File: src/rtl/tsl_pkg.sv
// Constants, types and register map of the touch ADC limit and sequence register bank
package tsl_pkg;

  // ----------------------------------------------------------------
  // Widths
  // ----------------------------------------------------------------
  localparam int DATA_W = 12;
  localparam int IDX_W = 5;

  // ----------------------------------------------------------------
  // Register indices; byte address is four times the index
  // ----------------------------------------------------------------
  localparam logic [4:0] IDX_ALERT = 5'h03;
  localparam logic [4:0] IDX_BAT1_HI = 5'h06;
  localparam logic [4:0] IDX_BAT1_LO = 5'h07;
  localparam logic [4:0] IDX_BAT2_HI = 5'h08;
  localparam logic [4:0] IDX_BAT2_LO = 5'h09;
  localparam logic [4:0] IDX_TEMP_LO = 5'h0A;
  localparam logic [4:0] IDX_TEMP_HI = 5'h0B;
  localparam logic [4:0] IDX_SLV_SEQ = 5'h0C;
  localparam logic [4:0] IDX_MST_SEQ = 5'h0D;
  localparam logic [4:0] IDX_ANA_OUT = 5'h0E;

  // ----------------------------------------------------------------
  // Reset values and field layouts
  // ----------------------------------------------------------------
  localparam logic [11:0] LIMIT_RST = 12'h000;
  localparam logic [11:0] SEQ_RST = 12'h000;
  localparam logic [11:0] ANA_OUT_RST = 12'h008;
  localparam logic [11:0] ALERT_RST = 12'h000;
  localparam logic [11:0] SEQ_USED_MASK = 12'hFFE;
  localparam logic [11:0] ANA_USED_MASK = 12'hFFD;
  localparam logic [11:0] ALERT_USED_MASK = 12'hEEE;
  localparam int ANALOG_CODE_LSB = 4;
  localparam int ANALOG_CODE_MSB = 11;
  localparam int BATTERY_ONE_UNDER_FLAG = 1;
  localparam int BATTERY_TWO_UNDER_FLAG = 2;
  localparam int TEMPERATURE_UNDER_FLAG = 3;
  localparam int BATTERY_ONE_OVER_FLAG = 5;
  localparam int BATTERY_TWO_OVER_FLAG = 6;
  localparam int TEMPERATURE_OVER_FLAG = 7;
  localparam int BATTERY_ONE_ALARM_ENABLE = 9;
  localparam int BATTERY_TWO_ALARM_ENABLE = 10;
  localparam int TEMPERATURE_ALARM_ENABLE = 11;

  // ----------------------------------------------------------------
  // AHB-Lite encodings
  // ----------------------------------------------------------------
  localparam logic [1:0] HTRANS_NONSEQ = 2'h2;
  localparam logic HRESP_OKAY = 1'h0;

  // ----------------------------------------------------------------
  // Types
  // ----------------------------------------------------------------
  typedef enum logic [1:0] {
    BUS_IDLE,
    BUS_WRITE,
    BUS_READ_WAIT,
    BUS_READ_DONE
  } tsl_bus_state_t;

  typedef struct packed {
    logic valid;
    logic [11:0] data;
  } tsl_result_t;

  typedef struct packed {
    logic y_position_in_slave_seq;
    logic x_position_in_slave_seq;
    logic pressure_second_in_slave_seq;
    logic auxiliary_one_in_slave_seq;
    logic auxiliary_two_in_slave_seq;
    logic auxiliary_three_in_slave_seq;
    logic battery_one_in_slave_seq;
    logic battery_two_in_slave_seq;
    logic single_temperature_in_slave_seq;
    logic diff_temperature_in_slave_seq;
    logic pressure_first_in_slave_seq;
    logic unused;
  } tsl_slave_seq_t;

  typedef struct packed {
    logic y_position_in_master_seq;
    logic x_position_in_master_seq;
    logic pressure_second_in_master_seq;
    logic auxiliary_one_in_master_seq;
    logic auxiliary_two_in_master_seq;
    logic auxiliary_three_in_master_seq;
    logic battery_one_in_master_seq;
    logic battery_two_in_master_seq;
    logic single_temperature_in_master_seq;
    logic diff_temperature_in_master_seq;
    logic pressure_first_in_master_seq;
    logic unused;
  } tsl_master_seq_t;

  typedef struct packed {
    logic [7:0] analog_code;
    logic analog_out_sleep;
    logic current_mode;
    logic unused;
    logic full_span;
  } tsl_ana_out_t;

endpackage

File: src/rtl/tsl_limit_cmp.sv
// Window comparator that checks one conversion result against its limits
`timescale 1ns/10ps
module tsl_limit_cmp #(
  parameter int W = 12
) (
  input logic result_valid,
  input logic [W-1:0] result_data,
  input logic [W-1:0] low_limit,
  input logic [W-1:0] high_limit,
  output logic under_hit,
  output logic over_hit
);

  // ----------------------------------------------------------------
  // Compare
  // ----------------------------------------------------------------
  // Plain logic vectors keep both sides unsigned
  assign under_hit = result_valid && (result_data < low_limit);
  assign over_hit = result_valid && (result_data > high_limit);

endmodule

File: src/rtl/tsl_regs.sv
// Register bank with AHB-Lite slave, limit alarms and alert output
`timescale 1ns/10ps
module tsl_regs #(
  parameter int ADDR_W = 32
) (
  input logic hclk,
  input logic hresetn,
  input logic hsel,
  input logic [ADDR_W-1:0] haddr,
  input logic [1:0] htrans,
  input logic hwrite,
  input logic [2:0] hsize,
  input logic [31:0] hwdata,
  input logic hready,
  output logic hreadyout,
  output logic hresp,
  output logic [31:0] hrdata,
  input tsl_pkg::tsl_result_t battery_one_result,
  input tsl_pkg::tsl_result_t battery_two_result,
  input tsl_pkg::tsl_result_t temperature_result,
  output tsl_pkg::tsl_slave_seq_t slave_sequence_mask,
  output tsl_pkg::tsl_master_seq_t master_sequence_mask,
  output tsl_pkg::tsl_ana_out_t analog_out_control,
  output logic alert
);

  // ----------------------------------------------------------------
  // Declarations
  // ----------------------------------------------------------------
  tsl_pkg::tsl_bus_state_t state_ff;
  tsl_pkg::tsl_bus_state_t nxt_state;
  logic accept;
  logic addr_hit;
  logic [4:0] dp_idx_ff;
  logic dp_hit_ff;
  logic wr_en;
  logic [11:0] wdata;
  logic [31:0] hrdata_ff;
  logic [31:0] nxt_rdata;
  logic [11:0] bat1_hi_ff;
  logic [11:0] bat1_lo_ff;
  logic [11:0] bat2_hi_ff;
  logic [11:0] bat2_lo_ff;
  logic [11:0] temp_lo_ff;
  logic [11:0] temp_hi_ff;
  logic [11:0] slv_seq_ff;
  logic [11:0] mst_seq_ff;
  logic [11:0] ana_out_ff;
  logic [11:0] alert_reg_ff;
  logic [11:0] nxt_alert_reg;
  logic [11:0] alarm_set;
  logic alert_ff;
  logic bat1_under;
  logic bat1_over;
  logic bat2_under;
  logic bat2_over;
  logic temp_under;
  logic temp_over;

  // ----------------------------------------------------------------
  // Address phase decode
  // ----------------------------------------------------------------
  // A transfer is taken when selected, NONSEQ or SEQ, and the bus is ready
  assign accept = hsel && htrans[1] && hready;

  // Only aligned words inside the low index window are mapped
  always_comb begin
    addr_hit = (haddr[1:0] == 2'h0) && (haddr[ADDR_W-1:7] == '0);
    case (haddr[6:2])
      tsl_pkg::IDX_ALERT,
      tsl_pkg::IDX_BAT1_HI,
      tsl_pkg::IDX_BAT1_LO,
      tsl_pkg::IDX_BAT2_HI,
      tsl_pkg::IDX_BAT2_LO,
      tsl_pkg::IDX_TEMP_LO,
      tsl_pkg::IDX_TEMP_HI,
      tsl_pkg::IDX_SLV_SEQ,
      tsl_pkg::IDX_MST_SEQ,
      tsl_pkg::IDX_ANA_OUT: addr_hit = addr_hit;
      default: addr_hit = 1'b0;
    endcase
  end

  // Address phase capture for the following data phase
  always_ff @(posedge hclk or negedge hresetn) begin
    if (!hresetn) begin
      dp_idx_ff <= 5'h00;
      dp_hit_ff <= 1'b0;
    end else if (accept) begin
      dp_idx_ff <= haddr[6:2];
      dp_hit_ff <= addr_hit;
    end
  end

  // ----------------------------------------------------------------
  // Bus state machine
  // ----------------------------------------------------------------
  // Reads take one wait state so a read right after a write sees it
  always_comb begin
    nxt_state = state_ff;
    case (state_ff)
      tsl_pkg::BUS_IDLE,
      tsl_pkg::BUS_WRITE,
      tsl_pkg::BUS_READ_DONE: begin
        if (accept) begin
          nxt_state = hwrite ? tsl_pkg::BUS_WRITE : tsl_pkg::BUS_READ_WAIT;
        end else begin
          nxt_state = tsl_pkg::BUS_IDLE;
        end
      end
      tsl_pkg::BUS_READ_WAIT: nxt_state = tsl_pkg::BUS_READ_DONE;
      default: nxt_state = tsl_pkg::BUS_IDLE;
    endcase
  end

  // State register
  always_ff @(posedge hclk or negedge hresetn) begin
    if (!hresetn) begin
      state_ff <= tsl_pkg::BUS_IDLE;
    end else begin
      state_ff <= nxt_state;
    end
  end

  // Ready is low only in the read wait cycle; response is always OKAY
  assign hreadyout = (state_ff != tsl_pkg::BUS_READ_WAIT);
  assign hresp = tsl_pkg::HRESP_OKAY;

  // ----------------------------------------------------------------
  // Write strobe
  // ----------------------------------------------------------------
  // Writes land at the end of the data phase; unmapped ones are dropped
  assign wr_en = (state_ff == tsl_pkg::BUS_WRITE) && dp_hit_ff;
  assign wdata = hwdata[11:0];

  // ----------------------------------------------------------------
  // Limit registers
  // ----------------------------------------------------------------
  // Battery one limits
  always_ff @(posedge hclk or negedge hresetn) begin
    if (!hresetn) begin
      bat1_hi_ff <= tsl_pkg::LIMIT_RST;
      bat1_lo_ff <= tsl_pkg::LIMIT_RST;
    end else if (wr_en) begin
      if (dp_idx_ff == tsl_pkg::IDX_BAT1_HI) begin
        bat1_hi_ff <= wdata;
      end
      if (dp_idx_ff == tsl_pkg::IDX_BAT1_LO) begin
        bat1_lo_ff <= wdata;
      end
    end
  end

  // Battery two limits
  always_ff @(posedge hclk or negedge hresetn) begin
    if (!hresetn) begin
      bat2_hi_ff <= tsl_pkg::LIMIT_RST;
      bat2_lo_ff <= tsl_pkg::LIMIT_RST;
    end else if (wr_en) begin
      if (dp_idx_ff == tsl_pkg::IDX_BAT2_HI) begin
        bat2_hi_ff <= wdata;
      end
      if (dp_idx_ff == tsl_pkg::IDX_BAT2_LO) begin
        bat2_lo_ff <= wdata;
      end
    end
  end

  // Temperature limits
  always_ff @(posedge hclk or negedge hresetn) begin
    if (!hresetn) begin
      temp_lo_ff <= tsl_pkg::LIMIT_RST;
      temp_hi_ff <= tsl_pkg::LIMIT_RST;
    end else if (wr_en) begin
      if (dp_idx_ff == tsl_pkg::IDX_TEMP_LO) begin
        temp_lo_ff <= wdata;
      end
      if (dp_idx_ff == tsl_pkg::IDX_TEMP_HI) begin
        temp_hi_ff <= wdata;
      end
    end
  end

  // ----------------------------------------------------------------
  // Sequence masks
  // ----------------------------------------------------------------
  // Bit 0 is not used and always holds zero
  always_ff @(posedge hclk or negedge hresetn) begin
    if (!hresetn) begin
      slv_seq_ff <= tsl_pkg::SEQ_RST;
      mst_seq_ff <= tsl_pkg::SEQ_RST;
    end else if (wr_en) begin
      if (dp_idx_ff == tsl_pkg::IDX_SLV_SEQ) begin
        slv_seq_ff <= wdata & tsl_pkg::SEQ_USED_MASK;
      end
      if (dp_idx_ff == tsl_pkg::IDX_MST_SEQ) begin
        mst_seq_ff <= wdata & tsl_pkg::SEQ_USED_MASK;
      end
    end
  end

  // Masks steer the sequencer outside this bank
  assign slave_sequence_mask = tsl_pkg::tsl_slave_seq_t'(slv_seq_ff);
  assign master_sequence_mask = tsl_pkg::tsl_master_seq_t'(mst_seq_ff);

  // ----------------------------------------------------------------
  // Analog output control
  // ----------------------------------------------------------------
  // Starts asleep; bit 1 is not used and holds zero
  always_ff @(posedge hclk or negedge hresetn) begin
    if (!hresetn) begin
      ana_out_ff <= tsl_pkg::ANA_OUT_RST;
    end else if (wr_en && (dp_idx_ff == tsl_pkg::IDX_ANA_OUT)) begin
      ana_out_ff <= wdata & tsl_pkg::ANA_USED_MASK;
    end
  end

  // Span bit only matters while the output is in voltage mode
  assign analog_out_control = tsl_pkg::tsl_ana_out_t'(ana_out_ff);

  // ----------------------------------------------------------------
  // Limit comparators
  // ----------------------------------------------------------------
  tsl_limit_cmp #(
    .W(tsl_pkg::DATA_W)
  ) u_cmp_bat1 (
    .result_valid(battery_one_result.valid),
    .result_data(battery_one_result.data),
    .low_limit(bat1_lo_ff),
    .high_limit(bat1_hi_ff),
    .under_hit(bat1_under),
    .over_hit(bat1_over)
  );

  tsl_limit_cmp #(
    .W(tsl_pkg::DATA_W)
  ) u_cmp_bat2 (
    .result_valid(battery_two_result.valid),
    .result_data(battery_two_result.data),
    .low_limit(bat2_lo_ff),
    .high_limit(bat2_hi_ff),
    .under_hit(bat2_under),
    .over_hit(bat2_over)
  );

  tsl_limit_cmp #(
    .W(tsl_pkg::DATA_W)
  ) u_cmp_temp (
    .result_valid(temperature_result.valid),
    .result_data(temperature_result.data),
    .low_limit(temp_lo_ff),
    .high_limit(temp_hi_ff),
    .under_hit(temp_under),
    .over_hit(temp_over)
  );

  // ----------------------------------------------------------------
  // Alarm flags and enables
  // ----------------------------------------------------------------
  // Map comparator hits onto their flag positions
  always_comb begin
    alarm_set = 12'h000;
    alarm_set[tsl_pkg::BATTERY_ONE_UNDER_FLAG] = bat1_under;
    alarm_set[tsl_pkg::BATTERY_TWO_UNDER_FLAG] = bat2_under;
    alarm_set[tsl_pkg::TEMPERATURE_UNDER_FLAG] = temp_under;
    alarm_set[tsl_pkg::BATTERY_ONE_OVER_FLAG] = bat1_over;
    alarm_set[tsl_pkg::BATTERY_TWO_OVER_FLAG] = bat2_over;
    alarm_set[tsl_pkg::TEMPERATURE_OVER_FLAG] = temp_over;
  end

  // Software writes the register; a hit in the same cycle still sets
  always_comb begin
    nxt_alert_reg = alert_reg_ff;
    if (wr_en && (dp_idx_ff == tsl_pkg::IDX_ALERT)) begin
      nxt_alert_reg = wdata & tsl_pkg::ALERT_USED_MASK;
    end
    nxt_alert_reg = nxt_alert_reg | alarm_set;
  end

  // Flags are sticky until software writes them clear
  always_ff @(posedge hclk or negedge hresetn) begin
    if (!hresetn) begin
      alert_reg_ff <= tsl_pkg::ALERT_RST;
    end else begin
      alert_reg_ff <= nxt_alert_reg;
    end
  end

  // ----------------------------------------------------------------
  // Alert output
  // ----------------------------------------------------------------
  // A flag reaches the pin only through its channel enable
  always_ff @(posedge hclk or negedge hresetn) begin
    if (!hresetn) begin
      alert_ff <= 1'b0;
    end else begin
      alert_ff <=
        (alert_reg_ff[tsl_pkg::BATTERY_ONE_ALARM_ENABLE] &&
         (alert_reg_ff[tsl_pkg::BATTERY_ONE_UNDER_FLAG] ||
          alert_reg_ff[tsl_pkg::BATTERY_ONE_OVER_FLAG])) ||
        (alert_reg_ff[tsl_pkg::BATTERY_TWO_ALARM_ENABLE] &&
         (alert_reg_ff[tsl_pkg::BATTERY_TWO_UNDER_FLAG] ||
          alert_reg_ff[tsl_pkg::BATTERY_TWO_OVER_FLAG])) ||
        (alert_reg_ff[tsl_pkg::TEMPERATURE_ALARM_ENABLE] &&
         (alert_reg_ff[tsl_pkg::TEMPERATURE_UNDER_FLAG] ||
          alert_reg_ff[tsl_pkg::TEMPERATURE_OVER_FLAG]));
    end
  end

  assign alert = alert_ff;

  // ----------------------------------------------------------------
  // Read path
  // ----------------------------------------------------------------
  // Read mux over the captured index; unmapped reads give zero
  always_comb begin
    nxt_rdata = 32'h0000_0000;
    if (dp_hit_ff) begin
      case (dp_idx_ff)
        tsl_pkg::IDX_ALERT: nxt_rdata[11:0] = alert_reg_ff;
        tsl_pkg::IDX_BAT1_HI: nxt_rdata[11:0] = bat1_hi_ff;
        tsl_pkg::IDX_BAT1_LO: nxt_rdata[11:0] = bat1_lo_ff;
        tsl_pkg::IDX_BAT2_HI: nxt_rdata[11:0] = bat2_hi_ff;
        tsl_pkg::IDX_BAT2_LO: nxt_rdata[11:0] = bat2_lo_ff;
        tsl_pkg::IDX_TEMP_LO: nxt_rdata[11:0] = temp_lo_ff;
        tsl_pkg::IDX_TEMP_HI: nxt_rdata[11:0] = temp_hi_ff;
        tsl_pkg::IDX_SLV_SEQ: nxt_rdata[11:0] = slv_seq_ff;
        tsl_pkg::IDX_MST_SEQ: nxt_rdata[11:0] = mst_seq_ff;
        tsl_pkg::IDX_ANA_OUT: nxt_rdata[11:0] = ana_out_ff;
        default: nxt_rdata = 32'h0000_0000;
      endcase
    end
  end

  // Read data is loaded in the wait cycle and held until the next read
  always_ff @(posedge hclk or negedge hresetn) begin
    if (!hresetn) begin
      hrdata_ff <= 32'h0000_0000;
    end else if (state_ff == tsl_pkg::BUS_READ_WAIT) begin
      hrdata_ff <= nxt_rdata;
    end
  end

  assign hrdata = hrdata_ff;

  // hsize is not checked: only whole-word transfers are expected
  logic unused_ok;
  assign unused_ok = ^{hsize, hwdata[31:12], htrans[0]};

endmodule

File: config.mk
export PLATFORM = sky130hd
export DESIGN_NAME = tsl_regs
export DESIGN_NICKNAME = d
export VERILOG_FILES = /design/src/rtl/tsl_pkg.sv /design/src/rtl/tsl_limit_cmp.sv /design/src/rtl/tsl_regs.sv
export SDC_FILE = /design/constraint.sdc
export NUM_CORES = 1
export LEC_CHECK = 0
export BUFFER_PORTS_ARGS = -buffer_cell sky130_fd_sc_hd__buf_2
export CORE_MARGIN = 8
export CORE_UTILIZATION = 46
export DETAILED_ROUTE_END_ITERATION = 6
export GPL_TIMING_DRIVEN = 0
export PLACE_DENSITY_LB_ADDON = 0.3
export SLEW_MARGIN = 20
export SYNTH_ARGS = -nofsm -noshare
export SYNTH_HDL_FRONTEND = slang
export SYNTH_HIERARCHICAL = 1
export SYNTH_SLANG_ARGS = --single-unit
File: constraint.sdc
create_clock -name hclk -period 1.73 [get_ports hclk]
set_input_delay 0.2595 -clock hclk [delete_from_list [all_inputs] [get_ports hclk]]
set_output_delay 0.2595 -clock hclk [all_outputs]
set_load 0.01 [all_outputs]
=== Yosys cells after proc, flatten, opt, wreduce, memory -nomap -nowiden ===
Index checks and enable logic that the tools add are counted.

* Reductions and logical operators: 33
* Order comparisons: 6
* Equality and inequality tests: 24
* Bitwise gates (word level): 1
* Mux-type cells: 7

{| class="wikitable"
|+ Operators by type and width
! kind !! number
|-
| one-hot mux 12 bit (10 select lines) || 1
|-
| == test 5 x 4 -> 1 bit, second input constant || 14
|-
| greater-than comparator 12 bit || 3
|-
| less-than comparator 12 bit || 3
|-
| zero test 25 bit || 1
|-
| two-way mux 12 bit || 2
|-
| == test 5 x 3 -> 1 bit, second input constant || 4
|-
| AND reduction 2 bit || 8
|-
| logical AND 1 bit || 15
|-
| OR 12 x 8 -> 12 bit || 1
|-
| == test 5 x 2 -> 1 bit, second input constant || 2
|-
| OR reduction 10 bit || 1
|-
| logical OR 1 bit || 5
|-
| == test 2 bit, second input constant || 2
|-
| zero test 2 bit || 2
|-
| two-way mux 2 bit || 2
|-
| one-hot mux 2 bit (2 select lines) || 1
|-
| OR reduction 3 bit || 1
|-
| == test 2 x 1 -> 1 bit, second input constant || 1
|-
| != test 2 bit, second input constant || 1
|-
| two-way mux 1 bit || 1
|}

* Input bits: 113
* Logic and storage cells: 86
* Output and inout bits: 71
* Bits in registers: 158

=== Longest topological paths before layout ===
* Word-level depth: 5
* Depth in mapped cells: 7
* Mapped depth without buffers: 7

=== Hierarchy ===
The synthesis kept the hierarchy.

{| class="wikitable"
|+ By module, submodules not included
! module !! area each (µm²) !! sequential area each (µm²) !! cells an instance !! instances
|-
| tsl_regs || 6312.3 || 3379.5 || 499 || 1
|-
| tsl_limit_cmp (u_cmp_bat1 ...) || 606.8 || 0.0 || 79 || 2
|-
| tsl_limit_cmp (u_cmp_bat2) || 586.8 || 0.0 || 80 || 1
|}

=== Worst setup path after synthesis ===
Ideal clock, no wire load.

* Path type: register to register
* From: register dp_idx_ff[1]
* To: register slv_seq_ff[4] (netlist: slave_sequence_mask[4])
* Setup slack: -0.158 ns
* Data required time: 1.605 ns
* Setup time: 0.125 ns
* Arrival: 1.763 ns
* Stages on the path, launching flop included: 7
* Buffers on the path: 2
* Cells stage by stage: dfrtp_1 nor4bb_1 nor2b_1 buf_4 and2_1 buf_4 mux2_2

* Longest elaborated chain between the ends: 2

{| class="wikitable"
|+ RTL lines
! element !! line !! source
|-
| start, declared || tsl_regs.sv:34 || <nowiki>logic [4:0] dp_idx_ff;</nowiki>
|-
| start signal, assigned || tsl_regs.sv:90 || <nowiki>dp_idx_ff <= haddr[6:2];</nowiki>
|-
| == test 5 x 4 -> 1 bit || tsl_regs.sv:193 || <nowiki>if (dp_idx_ff == tsl_pkg::IDX_SLV_SEQ) begin</nowiki>
|-
| AND reduction 2 bit (no source line) || -- ||
|-
| end signal, assigned || tsl_regs.sv:190 || <nowiki>slv_seq_ff <= tsl_pkg::SEQ_RST;</nowiki>
|-
| end signal, assigned || tsl_regs.sv:194 || <nowiki>slv_seq_ff <= wdata & tsl_pkg::SEQ_USED_MASK;</nowiki>
|-
| end, declared || tsl_regs.sv:46 || <nowiki>logic [11:0] slv_seq_ff;</nowiki>
|}

No other way between the ends.
A chain may end at the register's enable or synchronous reset.

=== Final worst setup path ===
* From: register dp_idx_ff[0]
* To: register hrdata_ff[1] (netlist: hrdata[1])

* Longest elaborated chain between the ends: 3
* Elaborated cells on any way between the ends: 12
* Those cells by class: eq/ne: 10; mux: 2

{| class="wikitable"
|+ RTL lines
! element !! line !! source
|-
| == test 5 x 4 -> 1 bit (tied with other cells) || tsl_regs.sv:319 || <nowiki>case (dp_idx_ff)</nowiki>
|-
| one-hot mux 12 bit (10 select lines) * || tsl_regs.sv:319 ||
|-
| two-way mux 12 bit * || tsl_regs.sv:318 || <nowiki>if (dp_hit_ff) begin</nowiki>
|-
| end signal, assigned || tsl_regs.sv:340 || <nowiki>hrdata_ff <= nxt_rdata;</nowiki>
|-
| end, declared || tsl_regs.sv:38 || <nowiki>logic [31:0] hrdata_ff;</nowiki>
|}

Mark *: on every way between the ends. The rest lies on a longest branch, timed or not.

==> impl_metrics.json <==
{
  "status": "finished, violations left",
  "violations": "negative setup slack",
  "worstSkewPairLatency_ns": 0.42,
  "finalInstanceArea_sq_um": 11200,
  "worstPathArrival_ns": 2.19,
  "fp.dieW_um": 149,
  "clockBufferDepth": 2,
  "layout-drive-gt1-share": 0.474,
  "rows": 48,
  "gr-total-overflow": 0,
  "leakage_nw": 5.28,
  "relSlewSlack": 0.519,
  "post_layout_nonfiller_instances": 1198,
  "synth_area_sq_um": 8110,
  "gp_congestion": 0.916,
  "layout_min_cycle_time_ns": 1.89,
  "path_cells": "clkbuf_16, mux2_2, a22oi_1, a21oi_1, a211o_1",
  "hp-class": "input port to flip-flop",
  "die-area_sq_um": 22100,
  "path_max_fanout": 6,
  "drc": 0,
  "synth_area_leaders": "dfrtp_1 41%, mux2_2 12%, ha_1 11%",
  "drt_first_pass_iters": 5,
  "critPathMaxStageDelay_ns": 0.50,
  "io_pins": 184,
  "synth_most_common_cell": "dfrtp_1",
  "whs_ns": 0.0448,
  "total_power_mw": 8.68,
  "grt_max_degree": 77,
  "hold_viol": 0,
  "seq_area_frac_synth": 0.417,
  "synth_edf_count": 0,
  "ys_types": 63,
  "drtAntennaViolNets": 0,
  "yosys.area_share.simple": 0.104,
  "cts_tree": "done",
  "syn_to_final_growth_pct": 37.8,
  "die_h_um": 149,
  "slowest_stage": "dfrtp_2",
  "fin_crit_sh": 1.09,
  "io_buffers": 127,
  "grtUsageTotal": 0.236,
  "rsz0062_at_grt": "true",
  "worst_slack_ns": -0.156,
  "synth_top_area_cell": "dfrtp_1",
  "syn_area_per_cell_sq_um": 11.0,
  "synth_common_cells": "134 x dfrtp_1, 84 x mux2_2, 75 x inv_1",
  "peakVddDrop_v": 0.000760,
  "worst_pin_slew_ns": 0.721,
  "cp-start-kind": "flip-flop",
  "synth-main-ff-cell": "dfrtp_1",
  "start_util": 0.469,
  "slew_violations": 0,
  "async_flop_share": 1.00,
  "dp_cells": 1113,
  "cts-root-buf": "clkbuf_16",
  "clk_pin_slew_ns": 0.06,
  "fmax_mhz": 530,
  "muxShareOfSynthArea": 0.174,
  "finalSetupViolCount": 110,
  "diodes": 0,
  "max-cap-violations": 0,
  "grt_pass1_vias": 7149,
  "cts_sinks": 135,
  "synthAdderAreaFrac": 0.106,
  "fin_tns_setup_ns": -6.47,
  "dpl.hpwl_mm": 19.1,
  "antenna_found_initial": 0,
  "power.density_nw_per_um2": 776,
  "place_area_sq_um": 9210,
  "viasPerCell": 5.82,
  "drt_iter0_drc": 575,
  "ys_warn_count": 6,
  "wirelength_mm": 27.2,
  "wl_per_cell_um": 22.7,
  "via_count": 6978,
  "syn_inst": 737,
  "synth_compound_area_frac": 0.121,
  "grt_first_pass_wirelength_mm": 39.9,
  "cts_buffers": 17,
  "synth_top_cell_area_share": 0.413,
  "crit_type": "flip-flop to flip-flop",
  "ys_ff_latch": 135,
  "core-area_sq_um": 17300,
  "synth_top_family_by_area": "multiplexers",
  "cts-htree-levels": 4,
  "worst_setup_path_end_kind": "flip-flop",
  "synth_xor_area_frac": 0,
  "nNetsFinal": 1143,
  "skew_ns": 0.00632,
  "required_ns": 2.03
}
[critical path, delay by kind of cell (launching register included)]
kind | cells | cell delay, ns
AO/OA/AOI/OAI | 3 | 0.73
flip-flops | 1 | 0.50
multiplexers | 1 | 0.33
buffers and inverters | 1 | 0.20
[metrics by stage]
stage                     worst slack [ns]  utilization
after global placement               -1.74        0.530
after CTS                           -0.104        0.610
after floorplan                    -0.0779            -
after global routing                -0.171        0.646
final                               -0.156        0.646
after detailed placement            -0.399        0.533
[worst paths after layout]
check | slack, ns | start | cells after the start | end
max in group asynchronous | 0.60 | hresetn | 3 | analog_out_control[3]$_DFFE_PN1P_
min in group asynchronous | 0.36 | hresetn | 2 | temp_hi_ff[2]$_DFFE_PN0P_
worst max register to register | -0.16 | dp_idx_ff[0]$_DFFE_PN0P_ | 5 | hrdata[1]$_DFFE_PN0P_
worst min register to register | 0.52 | hrdata[5]$_DFFE_PN0P_ | 1 | hrdata[5]$_DFFE_PN0P_
worst min-delay path | 0.04 | hwrite | 2 | state_ff[1]$_DFF_PN0_
worst max-delay path | -0.16 | dp_idx_ff[0]$_DFFE_PN0P_ | 5 | hrdata[1]$_DFFE_PN0P_
[layer usage]
metal,wire (um),GRT usage,share of wire,vias up
li1,-,-,-,3112
met1,11000,0.294,0.40,3374
met2,12600,0.370,0.46,419
met3,2860,0.0792,0.11,73
met4,826,0.0979,0.030,0
met5,0,0,0,-
[logic make-up after synthesis]
family	after synthesis
simple gates	143
flops	135
compound gates	132
buf+inv	132
mux	125
fa+ha+maj	69
other cells	1
[flip-flops by register name, summed over array words and instances (netlist names)]
signal / cells
bat2_lo_ff: 12
slave_sequence_mask: 11
temp_lo_ff: 12
bat2_hi_ff: 12
analog_out_control: 11
dp_idx_ff: 5
bat1_lo_ff: 12
temp_hi_ff: 12
dp_hit_ff: 1
hrdata: 12
alert_reg_ff: 9
state_ff: 2
master_sequence_mask: 11
alert: 1
bat1_hi_ff: 12
[cell type report]
cell class	count	area, sq um
Fill cell	1256	6120
Multi-Input combinational cell	493	4880
Sequential cell	135	3380
Timing Repair Buffer	185	1230
Buffer	54	519
Clock buffer	17	425
Inverter	75	284
Tap cell	225	282
Clock inverter	14	175
[report_power, final]
group	internal, mW	switching [mW]
combinational	0.738	0.879
sequential	3.24	0.122
clock	2.27	1.43
[cells in the final DEF, fill, tap and decap left out, types with 16 or more instances in the layout]
cell,netlist,final
clkbuf_16,0,20
nand4_1,23,23
dfrtp_1,134,130
mux2_2,84,69
a22oi_1,29,16
nand2_1,27,24
ha_1,69,59
buf_2,12,125
nand3_1,16,16
conb_1,1,24
inv_1,75,70
a21oi_1,27,20
mux2_4,0,38
buf_6,1,21
buf_4,30,66
[repair_timing]
action	4_1_cts	5_1_grt
hold buffers	1	0
setup endpoints to repair	122	116
endpoints found under the hold margin	59	0
pin swaps	26	37
resized for setup	123	86
cloned	4	2
setup buffers	29	21
Note: power is estimated with default switching activity, not from simulation.
